===== src/ascl_params.svh =====
// Constants for the active serial configuration loader: timing counts, codes, sizes.
// Assumes a single core clock of 125 MHz; the flash clock, power-on and restart counts are derived from it.
`ifndef ASCL_PARAMS_SVH
`define ASCL_PARAMS_SVH

`define ASCL_CLK_MHZ        125
`define ASCL_CLK_KHZ        125000
`define ASCL_SCLK_MAX_MHZ   40
`define ASCL_SCLK_HALF_CYC  ((`ASCL_CLK_MHZ + 2 * `ASCL_SCLK_MAX_MHZ - 1) / (2 * `ASCL_SCLK_MAX_MHZ))
`define ASCL_POR_FAST_MS    3
`define ASCL_POR_STD_MS     50
`define ASCL_POR_FAST_CYC   (`ASCL_POR_FAST_MS * `ASCL_CLK_KHZ + 1)
`define ASCL_POR_STD_CYC    (`ASCL_POR_STD_MS * `ASCL_CLK_KHZ + 1)
`define ASCL_RESTART_US     230
`define ASCL_RESTART_CYC    (`ASCL_RESTART_US * `ASCL_CLK_MHZ)
`define ASCL_INIT_CYC       3185
`define ASCL_STRAP_SETTLE   4
`define ASCL_SCHEME_AS_STD  4'h2
`define ASCL_SCHEME_AS_FAST 4'hD
`define ASCL_READ_CMD       8'h03
`define ASCL_START_ADDR     24'h000000
`define ASCL_HDR_BITS       32
`define ASCL_SYNC_BYTE      8'h6A
`define ASCL_RLE_ESC        8'h00
`define ASCL_FIFO_DEPTH     8
`define ASCL_CFG_BYTES      1024

`endif


===== src/ascl_pkg.sv =====
// Types shared by the active serial configuration loader modules.
// Assumes nothing of its surroundings.
package ascl_pkg;

	typedef logic [7:0] ascl_byte_t;

	typedef enum logic [3:0] {
		ST_POR       = 4'h0,
		ST_RESET     = 4'h1,
		ST_CMD       = 4'h2,
		ST_DATA      = 4'h3,
		ST_DRAIN     = 4'h4,
		ST_WAIT_DONE = 4'h5,
		ST_INIT      = 4'h6,
		ST_USER      = 4'h7,
		ST_ERROR     = 4'h8
	} ascl_state_t;

endpackage


===== src/ascl_fifo_if.sv =====
// Valid/ready carrier between the loader core and its byte FIFO.
// Assumes both ends run on the same clock.
`timescale 1ns/1ns
interface ascl_fifo_if #(parameter int W = 8);
	logic [W-1:0] wr_data;
	logic         wr_valid;
	logic         wr_ready;
	logic [W-1:0] rd_data;
	logic         rd_valid;
	logic         rd_ready;

	modport fifo (input wr_data, input wr_valid, input rd_ready, output wr_ready, output rd_data, output rd_valid);
	modport prod (output wr_data, output wr_valid, output rd_ready, input wr_ready, input rd_data, input rd_valid);
endinterface


===== src/active_serial_config_loader.sv =====
// Active serial configuration loader: power-on delay, flash read, load, initialization.
// Assumes pins reach it unsynchronised, open-drain lines are resolved outside,
// and the configuration cells accept bytes with valid/ready on core_clk_in.
`include "ascl_params.svh"
`timescale 1ns/1ns
module active_serial_config_loader #(
	parameter int unsigned POR_FAST_CYC = `ASCL_POR_FAST_CYC,
	parameter int unsigned POR_STD_CYC  = `ASCL_POR_STD_CYC,
	parameter int unsigned RESTART_CYC  = `ASCL_RESTART_CYC,
	parameter int unsigned CFG_BYTES    = `ASCL_CFG_BYTES,
	parameter int          FIFO_DEPTH   = `ASCL_FIFO_DEPTH
) (
	input  wire logic             core_clk_in,
	input  wire logic             rst_in,
	input  wire logic [3:0]       scheme_select_in,
	input  wire logic             reload_request_low_in,
	input  wire logic             cfg_fault_low_in,
	output logic                  cfg_fault_low_out,
	output logic                  cfg_fault_low_oe_out,
	input  wire logic             load_complete_in,
	output logic                  load_complete_out,
	output logic                  load_complete_oe_out,
	input  wire logic             auto_restart_in,
	input  wire logic             compression_in,
	output logic                  flash_sclk_out,
	output logic                  flash_select_low_out,
	output logic                  cmd_addr_serial_out,
	output logic                  serial_pins_oe_out,
	input  wire logic             flash_data_in,
	output ascl_pkg::ascl_byte_t  cfg_byte_out,
	output logic                  cfg_byte_valid_out,
	input  wire logic             cfg_byte_ready_in,
	output logic                  user_io_enable_out,
	output logic                  cfg_error_out
);
	import ascl_pkg::*;

	logic [7:0]  sync1_r;
	logic [7:0]  sync2_r;
	logic [3:0]  scheme_s;
	logic        reload_line_s;
	logic        fault_line_s;
	logic        done_line_s;
	logic        data_s;
	ascl_state_t state_r;
	logic [31:0] tmr_r;
	logic [31:0] por_lim;
	logic        as_mode_r;
	logic        fast_r;
	logic        comp_r;
	logic [31:0] hdr_r;
	logic [5:0]  bit_cnt_r;
	logic [7:0]  rx_r;
	logic [2:0]  rx_bits_r;
	ascl_byte_t  raw_r;
	logic        raw_valid_r;
	logic        esc_r;
	logic [8:0]  rep_cnt_r;
	logic [23:0] out_cnt_r;
	logic        stream_end_r;
	logic        err_r;
	logic        sel_low_r;
	logic        fault_oe_r;
	logic        done_oe_r;
	logic        pins_oe_r;
	logic        user_r;
	ascl_byte_t  cfg_byte_r;
	logic        cfg_valid_r;
	logic        run;
	logic        rise_en;
	logic        fall_en;
	logic        in_data;
	logic        raw_is_lit;
	logic        raw_consume;
	logic        push;
	logic        pop;
	logic        flush;
	ascl_byte_t  emit_data;

	ascl_fifo_if #(.W(8)) fq ();

	// The scheme, reload, fault, done and data pins pass two flops; only the second stage is read
	always_ff @(posedge core_clk_in or posedge rst_in) begin
		if (rst_in) begin
			sync1_r <= 8'h00;
			sync2_r <= 8'h00;
		end else begin
			sync1_r <= {scheme_select_in, reload_request_low_in, cfg_fault_low_in, load_complete_in, flash_data_in};
			sync2_r <= sync1_r;
		end
	end

	assign scheme_s      = sync2_r[7:4];
	assign reload_line_s = sync2_r[3];
	assign fault_line_s  = sync2_r[2];
	assign done_line_s   = sync2_r[1];
	assign data_s        = sync2_r[0];

	// Strap is caught once the synchroniser has settled after release
	always_ff @(posedge core_clk_in or posedge rst_in) begin
		if (rst_in) begin
			as_mode_r <= 1'b0;
			fast_r    <= 1'b0;
		end else if (state_r == ST_POR && tmr_r == `ASCL_STRAP_SETTLE) begin
			as_mode_r <= (scheme_s == `ASCL_SCHEME_AS_STD) || (scheme_s == `ASCL_SCHEME_AS_FAST);
			fast_r    <= (scheme_s == `ASCL_SCHEME_AS_FAST);
		end
	end

	assign por_lim = fast_r ? POR_FAST_CYC : POR_STD_CYC;

	always_ff @(posedge core_clk_in or posedge rst_in) begin
		if (rst_in) begin
			state_r <= ST_POR;
			tmr_r   <= 32'h00000000;
		end else if (state_r != ST_POR && !reload_line_s) begin
			state_r <= ST_RESET;
			tmr_r   <= 32'h00000000;
		end else if ((state_r == ST_CMD || state_r == ST_DATA || state_r == ST_DRAIN || state_r == ST_WAIT_DONE
				|| state_r == ST_INIT) && !fault_line_s) begin
			state_r <= ST_RESET;
			tmr_r   <= 32'h00000000;
		end else begin
			case (state_r)
				ST_POR: begin
					tmr_r <= tmr_r + 32'h00000001;
					if (tmr_r > `ASCL_STRAP_SETTLE && tmr_r >= por_lim - 32'h00000001) begin
						state_r <= ST_RESET;
					end
				end
				ST_RESET: begin
					tmr_r <= 32'h00000000;
					if (as_mode_r && fault_line_s) begin
						state_r <= ST_CMD;
					end
				end
				ST_CMD: begin
					if (fall_en && bit_cnt_r == 6'(`ASCL_HDR_BITS - 1)) begin
						state_r <= ST_DATA;
					end
				end
				ST_DATA: begin
					if (err_r) begin
						state_r <= ST_ERROR;
					end else if (stream_end_r) begin
						state_r <= ST_DRAIN;
					end
				end
				ST_DRAIN: begin
					if (!fq.rd_valid && !cfg_valid_r) begin
						state_r <= ST_WAIT_DONE;
					end
				end
				ST_WAIT_DONE: begin
					tmr_r <= 32'h00000000;
					if (done_line_s) begin
						state_r <= ST_INIT;
					end
				end
				ST_INIT: begin
					tmr_r <= tmr_r + 32'h00000001;
					if (tmr_r == `ASCL_INIT_CYC - 1) begin
						state_r <= ST_USER;
					end
				end
				ST_USER: begin
					tmr_r <= 32'h00000000;
				end
				ST_ERROR: begin
					tmr_r <= tmr_r + 32'h00000001;
					if (auto_restart_in && tmr_r >= RESTART_CYC - 1) begin
						state_r <= ST_RESET;
					end
				end
				default: begin
					state_r <= ST_POR;
					tmr_r   <= 32'h00000000;
				end
			endcase
		end
	end

	// Clock only runs while the link is busy; a held byte stalls it until the FIFO has room
	assign run     = (state_r == ST_CMD) || (state_r == ST_DATA && !raw_valid_r && !stream_end_r && !err_r);
	assign in_data = (state_r == ST_DATA) && !stream_end_r && !err_r;

	ascl_sclk_div #(.HALF(`ASCL_SCLK_HALF_CYC)) u_div (
		.clk_in   (core_clk_in),
		.rst_in   (rst_in),
		.run_in   (run),
		.sclk_out (flash_sclk_out),
		.rise_out (rise_en),
		.fall_out (fall_en)
	);

	// Header shifts on falling edges so the flash sees it stable at each rise
	always_ff @(posedge core_clk_in or posedge rst_in) begin
		if (rst_in) begin
			hdr_r     <= {`ASCL_READ_CMD, `ASCL_START_ADDR};
			bit_cnt_r <= 6'h00;
		end else if (state_r != ST_CMD) begin
			hdr_r     <= {`ASCL_READ_CMD, `ASCL_START_ADDR};
			bit_cnt_r <= 6'h00;
		end else if (fall_en) begin
			hdr_r     <= {hdr_r[30:0], 1'b0};
			bit_cnt_r <= bit_cnt_r + 6'h01;
		end
	end

	always_ff @(posedge core_clk_in or posedge rst_in) begin
		if (rst_in) begin
			rx_r      <= 8'h00;
			rx_bits_r <= 3'h0;
		end else if (state_r != ST_DATA) begin
			rx_r      <= 8'h00;
			rx_bits_r <= 3'h0;
		end else if (fall_en && !raw_valid_r) begin
			rx_r      <= {rx_r[6:0], data_s};
			rx_bits_r <= rx_bits_r + 3'h1;
		end
	end

	// Compressed form: escape byte then N expands to N+1 zero bytes
	assign raw_is_lit  = raw_valid_r && rep_cnt_r == 9'h000 && !(comp_r && (esc_r || raw_r == `ASCL_RLE_ESC));
	assign emit_data   = (rep_cnt_r != 9'h000) ? 8'h00 : raw_r;
	assign fq.wr_valid = in_data && (rep_cnt_r != 9'h000 || raw_is_lit);
	assign fq.wr_data  = emit_data;
	assign push        = fq.wr_valid && fq.wr_ready;
	assign raw_consume = in_data && raw_valid_r && rep_cnt_r == 9'h000 && (!raw_is_lit || fq.wr_ready);
	assign flush       = (state_r == ST_RESET) || (state_r == ST_ERROR);

	always_ff @(posedge core_clk_in or posedge rst_in) begin
		if (rst_in) begin
			raw_r       <= 8'h00;
			raw_valid_r <= 1'b0;
			esc_r       <= 1'b0;
			rep_cnt_r   <= 9'h000;
			comp_r      <= 1'b0;
		end else if (state_r != ST_DATA) begin
			raw_valid_r <= 1'b0;
			esc_r       <= 1'b0;
			rep_cnt_r   <= 9'h000;
			comp_r      <= compression_in;
		end else begin
			if (fall_en && !raw_valid_r && rx_bits_r == 3'h7) begin
				raw_r       <= {rx_r[6:0], data_s};
				raw_valid_r <= 1'b1;
			end else if (raw_consume) begin
				raw_valid_r <= 1'b0;
			end
			if (raw_consume && comp_r && esc_r) begin
				esc_r     <= 1'b0;
				rep_cnt_r <= {1'b0, raw_r} + 9'h001;
			end else if (raw_consume && comp_r && raw_r == `ASCL_RLE_ESC) begin
				esc_r <= 1'b1;
			end else if (push && rep_cnt_r != 9'h000) begin
				rep_cnt_r <= rep_cnt_r - 9'h001;
			end
		end
	end

	// Stream ends on the byte count; a bad lead byte is a frame error
	always_ff @(posedge core_clk_in or posedge rst_in) begin
		if (rst_in) begin
			out_cnt_r    <= 24'h000000;
			stream_end_r <= 1'b0;
			err_r        <= 1'b0;
		end else if (state_r == ST_RESET) begin
			out_cnt_r    <= 24'h000000;
			stream_end_r <= 1'b0;
			err_r        <= 1'b0;
		end else if (push) begin
			out_cnt_r <= out_cnt_r + 24'h000001;
			if (out_cnt_r == 24'h000000 && emit_data != `ASCL_SYNC_BYTE) begin
				err_r <= 1'b1;
			end
			if (out_cnt_r == 24'(CFG_BYTES - 1)) begin
				stream_end_r <= 1'b1;
			end
		end
	end

	ascl_fifo #(.W(8), .DEPTH(FIFO_DEPTH)) u_fifo (
		.clk_in   (core_clk_in),
		.rst_in   (rst_in),
		.flush_in (flush),
		.q        (fq.fifo)
	);

	assign pop         = fq.rd_valid && (!cfg_valid_r || cfg_byte_ready_in);
	assign fq.rd_ready = pop;

	always_ff @(posedge core_clk_in or posedge rst_in) begin
		if (rst_in) begin
			cfg_byte_r  <= 8'h00;
			cfg_valid_r <= 1'b0;
		end else if (flush) begin
			cfg_valid_r <= 1'b0;
		end else if (pop) begin
			cfg_byte_r  <= fq.rd_data;
			cfg_valid_r <= 1'b1;
		end else if (cfg_byte_ready_in) begin
			cfg_valid_r <= 1'b0;
		end
	end

	// Pin drivers follow the state one cycle late, which keeps them glitch free
	always_ff @(posedge core_clk_in or posedge rst_in) begin
		if (rst_in) begin
			sel_low_r  <= 1'b1;
			fault_oe_r <= 1'b1;
			done_oe_r  <= 1'b1;
			pins_oe_r  <= 1'b0;
			user_r     <= 1'b0;
		end else begin
			sel_low_r  <= !(state_r == ST_CMD || state_r == ST_DATA);
			fault_oe_r <= (state_r == ST_POR) || (state_r == ST_ERROR) || !reload_line_s;
			done_oe_r  <= !(state_r == ST_WAIT_DONE || state_r == ST_INIT || state_r == ST_USER);
			pins_oe_r  <= as_mode_r && state_r != ST_POR && state_r != ST_WAIT_DONE && state_r != ST_INIT
				&& state_r != ST_USER;
			user_r     <= (state_r == ST_USER);
		end
	end

	// Open-drain lines only ever pull low; the enable carries the level
	assign cfg_fault_low_out    = 1'b0;
	assign cfg_fault_low_oe_out = fault_oe_r;
	assign load_complete_out    = 1'b0;
	assign load_complete_oe_out = done_oe_r;
	assign flash_select_low_out = sel_low_r;
	assign cmd_addr_serial_out  = hdr_r[31];
	assign serial_pins_oe_out   = pins_oe_r;
	assign cfg_byte_out         = cfg_byte_r;
	assign cfg_byte_valid_out   = cfg_valid_r;
	assign user_io_enable_out   = user_r;
	assign cfg_error_out        = err_r;
endmodule


===== src/ascl_fifo.sv =====
// Flip-flop FIFO with valid/ready on both sides and a synchronous flush.
// Assumes DEPTH is a power of two and one clock for both sides.
`timescale 1ns/1ns
module ascl_fifo #(
	parameter int W     = 8,
	parameter int DEPTH = 8
) (
	input wire logic clk_in,
	input wire logic rst_in,
	input wire logic flush_in,
	ascl_fifo_if.fifo q
);
	localparam int AW = $clog2(DEPTH);

	logic [W-1:0] mem_r [DEPTH];
	logic [AW:0]  wr_ptr_r;
	logic [AW:0]  rd_ptr_r;
	logic         full;
	logic         empty;
	logic         do_wr;
	logic         do_rd;

	// Extra pointer bit tells full from empty without a separate counter
	assign empty      = (wr_ptr_r == rd_ptr_r);
	assign full       = (wr_ptr_r[AW-1:0] == rd_ptr_r[AW-1:0]) && (wr_ptr_r[AW] != rd_ptr_r[AW]);
	assign q.wr_ready = !full;
	assign q.rd_valid = !empty;
	assign q.rd_data  = mem_r[rd_ptr_r[AW-1:0]];
	assign do_wr      = q.wr_valid && !full;
	assign do_rd      = q.rd_ready && !empty;

	always_ff @(posedge clk_in) begin
		if (do_wr) begin
			mem_r[wr_ptr_r[AW-1:0]] <= q.wr_data;
		end
	end

	always_ff @(posedge clk_in or posedge rst_in) begin
		if (rst_in) begin
			wr_ptr_r <= '0;
			rd_ptr_r <= '0;
		end else if (flush_in) begin
			wr_ptr_r <= '0;
			rd_ptr_r <= '0;
		end else begin
			if (do_wr) begin
				wr_ptr_r <= wr_ptr_r + 1'b1;
			end
			if (do_rd) begin
				rd_ptr_r <= rd_ptr_r + 1'b1;
			end
		end
	end
endmodule


===== src/ascl_sclk_div.sv =====
// Serial flash clock divider with one-cycle rise and fall enables.
// Assumes run_in from the same clock; the clock parks low whenever run_in is low.
`timescale 1ns/1ns
module ascl_sclk_div #(
	parameter int HALF = 2
) (
	input  wire logic clk_in,
	input  wire logic rst_in,
	input  wire logic run_in,
	output logic      sclk_out,
	output logic      rise_out,
	output logic      fall_out
);
	logic [7:0] cnt_r;

	always_ff @(posedge clk_in or posedge rst_in) begin
		if (rst_in) begin
			cnt_r    <= 8'h00;
			sclk_out <= 1'b0;
			rise_out <= 1'b0;
			fall_out <= 1'b0;
		end else if (!run_in) begin
			cnt_r    <= 8'h00;
			sclk_out <= 1'b0;
			rise_out <= 1'b0;
			fall_out <= 1'b0;
		end else if (cnt_r == 8'(HALF - 1)) begin
			// Pulses line up with the cycle in which the new level shows
			cnt_r    <= 8'h00;
			sclk_out <= !sclk_out;
			rise_out <= !sclk_out;
			fall_out <= sclk_out;
		end else begin
			cnt_r    <= cnt_r + 8'h01;
			rise_out <= 1'b0;
			fall_out <= 1'b0;
		end
	end
endmodule

===== config.mk =====
export PLATFORM = sky130hd
export DESIGN_NAME = active_serial_config_loader
export DESIGN_NICKNAME = d
export VERILOG_FILES = /design/src/ascl_pkg.sv /design/src/ascl_fifo_if.sv /design/src/active_serial_config_loader.sv /design/src/ascl_fifo.sv /design/src/ascl_sclk_div.sv
export VERILOG_INCLUDE_DIRS = /design/src
export SDC_FILE = /design/constraint.sdc
export NUM_CORES = 1
export LEC_CHECK = 0
export ABC_AREA = 1
export BUFFER_PORTS_ARGS = -buffer_cell sky130_fd_sc_hd__buf_2
export CELL_PAD_IN_SITES_DETAIL_PLACEMENT = 0
export CELL_PAD_IN_SITES_GLOBAL_PLACEMENT = 1
export CORE_UTILIZATION = 43
export CTS_BUF_LIST = sky130_fd_sc_hd__clkbuf_4 sky130_fd_sc_hd__clkbuf_8 sky130_fd_sc_hd__clkbuf_16
export DETAILED_ROUTE_END_ITERATION = 8
export PLACE_DENSITY = 0.88
export SYNTH_ARGS = -nofsm -noshare
export SYNTH_HDL_FRONTEND = slang
export SYNTH_SLANG_ARGS = --single-unit

===== constraint.sdc =====
create_clock -name core_clk_in -period 5.8 [get_ports core_clk_in]
set_clock_uncertainty 0.05 [all_clocks]
set_input_delay 1.74 -clock core_clk_in [delete_from_list [all_inputs] [get_ports core_clk_in]]
set_output_delay 1.74 -clock core_clk_in [all_outputs]
set_load 0.02 [all_outputs]

==> results.md <==
Status:
- The run finished, with violations left.
- The final reports fail on DRC.

Yosys:
- By instance count, the leading cell after synthesis is sky130_fd_sc_hd__nand2_1.
- The area fraction in compound gates after synthesis is 0.0924.
- In this run, distinct cell masters in the synthesized netlist total 52.
- The synthesized-area fraction occupied by xor and xnor cells is 0.0282.
- Of the total synthesized cell area, the portion taken by AND, OR, NAND and NOR gates is 0.274.
- The register area share after synthesis is 0.508.
- The mean area per synthesized cell is 8.41 sq um.
- The count of mapped cells out of synthesis is roughly 1400.
- The share of the synthesized area in the top cell type is 0.329.
- The count of synthesis-stage warnings from yosys is 0.
- The number of enable flip-flop cells after synthesis is 64.
- The dominant cell type by area after synthesis is sky130_fd_sc_hd__dfrtp_1.
- Of the total synthesized cell area, the portion taken by full adders, half adders and majority gates is 0.0305.
- The most used flip-flop cell after synthesis is sky130_fd_sc_hd__dfrtp_1.
- The netlist area before placement is 11500 sq um.
- The post-synthesis async set-or-reset flop share is 0.709.
- The combinational family with the most area after synthesis is simple AND/OR/NAND/NOR gates.
- The multiplexer share of the synthesized area is 0.
- After synthesis the netlist holds a flip-flop and latch count of 220.
- After synthesis, the most frequently instantiated cells are sky130_fd_sc_hd__nand2_1 (294), sky130_fd_sc_hd__nor2_1 (185), sky130_fd_sc_hd__dfrtp_1 (151).
- After synthesis, the cell types taking the most area are sky130_fd_sc_hd__dfrtp_1 (33%), sky130_fd_sc_hd__edfxtp_1 (17%), sky130_fd_sc_hd__nand2_1 (9.6%).

Floorplan:
- The initialized floorplan defines 59 standard-cell rows.
- The starting density of the core is 0.439.
- The count of pins on the block boundary is 32.
- The die covers roughly 27000 sq um.
- From bottom edge to top edge, the die measures 165 um.
- The width of the die is 165 um.
- The placeable core region is 26100 sq um.

Placed design:
- The worst slack at placement is 2.08 ns.
- The global placement routability congestion is around 0.91.
- The number of buffers added on ports is 29.
- The HPWL after detailed placement is 19100 um.

STA:
- Across all hold checks on the routed design, the worst slack comes to 0.295 ns.
- In the post-route analysis, the smallest setup slack over all paths is slightly above 2 ns.
- Setup repair after global routing left no endpoint under its margin.
- Based on the critical path, the design can be clocked at up to 269 MHz.
- The fraction of the cycle the final worst path needs is 0.641.
- Setup violations remaining at the end of the flow were counted as 0.
- The transition time of the tightest slew-check pin is 1.07 ns.
- The worst max-slew margin expressed relative to the limit is 0.284.
- The number of pins with negative max-slew slack in the final report is 0.
- The count of endpoints failing hold in the final timing report is 0.
- Adding up every negative setup slack in the final design gives 0 ns.
- The post-route minimum period is approximately 3.7 ns.

Global route:
- The number of antenna violations at the first check in global routing came to 0.
- The via count of the first global-routing pass is 8544.
- Entering global routing, the biggest net connects 106 pins.
- The overall track demand over capacity in global routing is 0.201.
- The first global-routing pass estimated 43700 um of wire.
- The remaining global-route overflow is 0.

Critical path:
- The critical path goes through xor2_1, nor2_1, nand2_1, o21ai_1, inv_2, nand2_2, nand2_1, buf_4, nand2_1, nor3_1.
- The slowest stage of the critical path is the sky130_fd_sc_hd__dfrtp_1 cell.
- The gate family responsible for the most delay along the worst path is simple AND/OR/NAND/NOR gates.
- The arrival time of the worst setup path is 3.80 ns.
- The critical path is of the reg -> reg type.
- The worst setup path is launched from a register.
- The capturing element type of the critical path is a register.
- In this design, the critical path's most frequently occurring cell is sky130_fd_sc_hd__nand2_1.
- In this design, the stage delay of the slowest critical-path cell is 0.99 ns.
- Along the worst path, the maximum fanout reaches 36.
- STA puts the critical path data required time at between 5 and 6 ns.
- Together, buffers and inverters on the worst path number 2.

Clocking:
- TritonCTS built the clock tree.
- The cell sitting at the root of the clock tree is a sky130_fd_sc_hd__clkbuf_16.
- In this run the post-CTS setup repair buffer count came out at 0.
- The number of hold buffers added after cts is 0.
- The CTS buffer count is 25.
- After clock tree synthesis, the clock-pin slew on the worst setup and hold paths is 0.06 ns.
- CTS saw 220 sinks.
- CTS built an H-tree with a depth of 1.
- The post-cts sizing count is 0.
- The clock latency on the worst-skew pair is 0.52 ns.
- The maximum clock insertion buffer count is 3.

Drt:
- The detailed-route DRC error count is 4.
- After detailed routing, the number of vias per cell comes to 5.21.
- In this run, the number of DRC markers left after iteration 0 of detailed routing was approximately 740.
- The count of TritonRoute iterations in the first routing pass is 7.
- The total via count in the routed design is 9071.
- The final wirelength is between 20000 and 30000 um.
- Dividing the detail-routed wire length by the instance count gives 15.3 um.
- The final antenna-violating net count is 0.

Power:
- Overall power consumption after layout is estimated at 0.00445 W.
- The peak supply drop is 0.179 mV.
- The leakage power summed over all cells is 5.53 nW.
- Power spread over the standard cell area amounts to 348 nW/um^2.

Job:
- The max-capacitance violation count is 0.

Finish:
- The growth of design area from synthesis to finish is 11.3%.
- At the end of the flow the core is filled with cells to 0.489.
- The repair_antennas step left the layout with diodes totalling 0.
- The net count of the finished layout is roughly 1400.
- In the final layout, the share of cells above drive strength 1 is 0.0939.

Min path:
- In this run the worst hold path is classified as reg -> reg.
-- power breakdown --
part / switching (W) / internal, W / total (W)
logic: 0.000732 / 0.000278 / 0.00101
registers: 0.0000849 / 0.00169 / 0.00178
clock network: 0.000649 / 0.00101 / 0.00166
total: 0.00147 / 0.00298 / 0.00445
-- kinds of logic after synthesis --
group,Yosys count
fa+ha+maj,28
other cells,1
xor+xnor,37
simple gates,702
flops,220
compound gates,187
buf+inv,189
-- registers in the layout, summed over array words and instances, names as in the netlist, 4 cells and up --
signal and count:
rx_r 7, bit_cnt_r 6, out_cnt_r 24, rep_cnt_r 9, u_fifo.rd_ptr_r 4, sync2_r 8
sync1_r 8, tmr_r 32, u_div.cnt_r 8, hdr_r 8, state_r 4, u_fifo.mem_r 64
cfg_byte_out 8, raw_r 8, u_fifo.wr_ptr_r 4
-- layout by cell type, fill, tap and decap left out, drive strengths merged, types with 33 or more instances in the layout --
| cell type | count |
|---|---|
| edfxtp | 64 |
| inv | 154 |
| clkbuf | 33 |
| nand2 | 302 |
| o21ai | 100 |
| nand4 | 38 |
| dfrtp | 151 |
| nor3 | 49 |
| nand3 | 87 |
| xor2 | 33 |
| nor2 | 195 |
| a21oi | 50 |
-- layout make-up --
cell class | instances | area, sq um
clock inverter | 12 | 164
timing repair buffer | 32 | 180
sequential | 220 | 5830
inverter | 153 | 578
multi-input combinational | 956 | 4880
tap | 335 | 419
fill | 2494 | 13400
clock buffer | 33 | 717
-- layer usage --
layer	global-route usage	wire, um	share of wire
met1	0.293	12700	0.47
met2	0.313	11900	0.45
met4	0.0483	449	0.017
met5	0	0	0
met3	0.0302	1630	0.061
-- path summary, 6_finish.rpt --
path                               startpoint                 end  slack (ns)  cells after the start
max reg2reg                u_fifo.rd_ptr_r[0]  u_fifo.mem_r[2][1]        2.08                     10
min in group asynchronous              rst_in      u_div.cnt_r[2]        1.33                      3
max in group asynchronous              rst_in        rep_cnt_r[8]        3.85                      3
min                                sync1_r[0]          sync2_r[0]        0.30                      0
min reg2reg                        sync1_r[0]          sync2_r[0]        0.30                      0
max                        u_fifo.rd_ptr_r[0]  u_fifo.mem_r[2][1]        2.08                     10
-- per-stage QoR --
stage / instance area, sq um / cells
floorplan: 11500 / 1365
global placement: 11900 / 1696
detailed placement: 11900 / 1696
CTS: 12800 / 1741
global route: 12800 / 1741
finish: 12800 / 1741
Power figures use the tool's default switching activity.
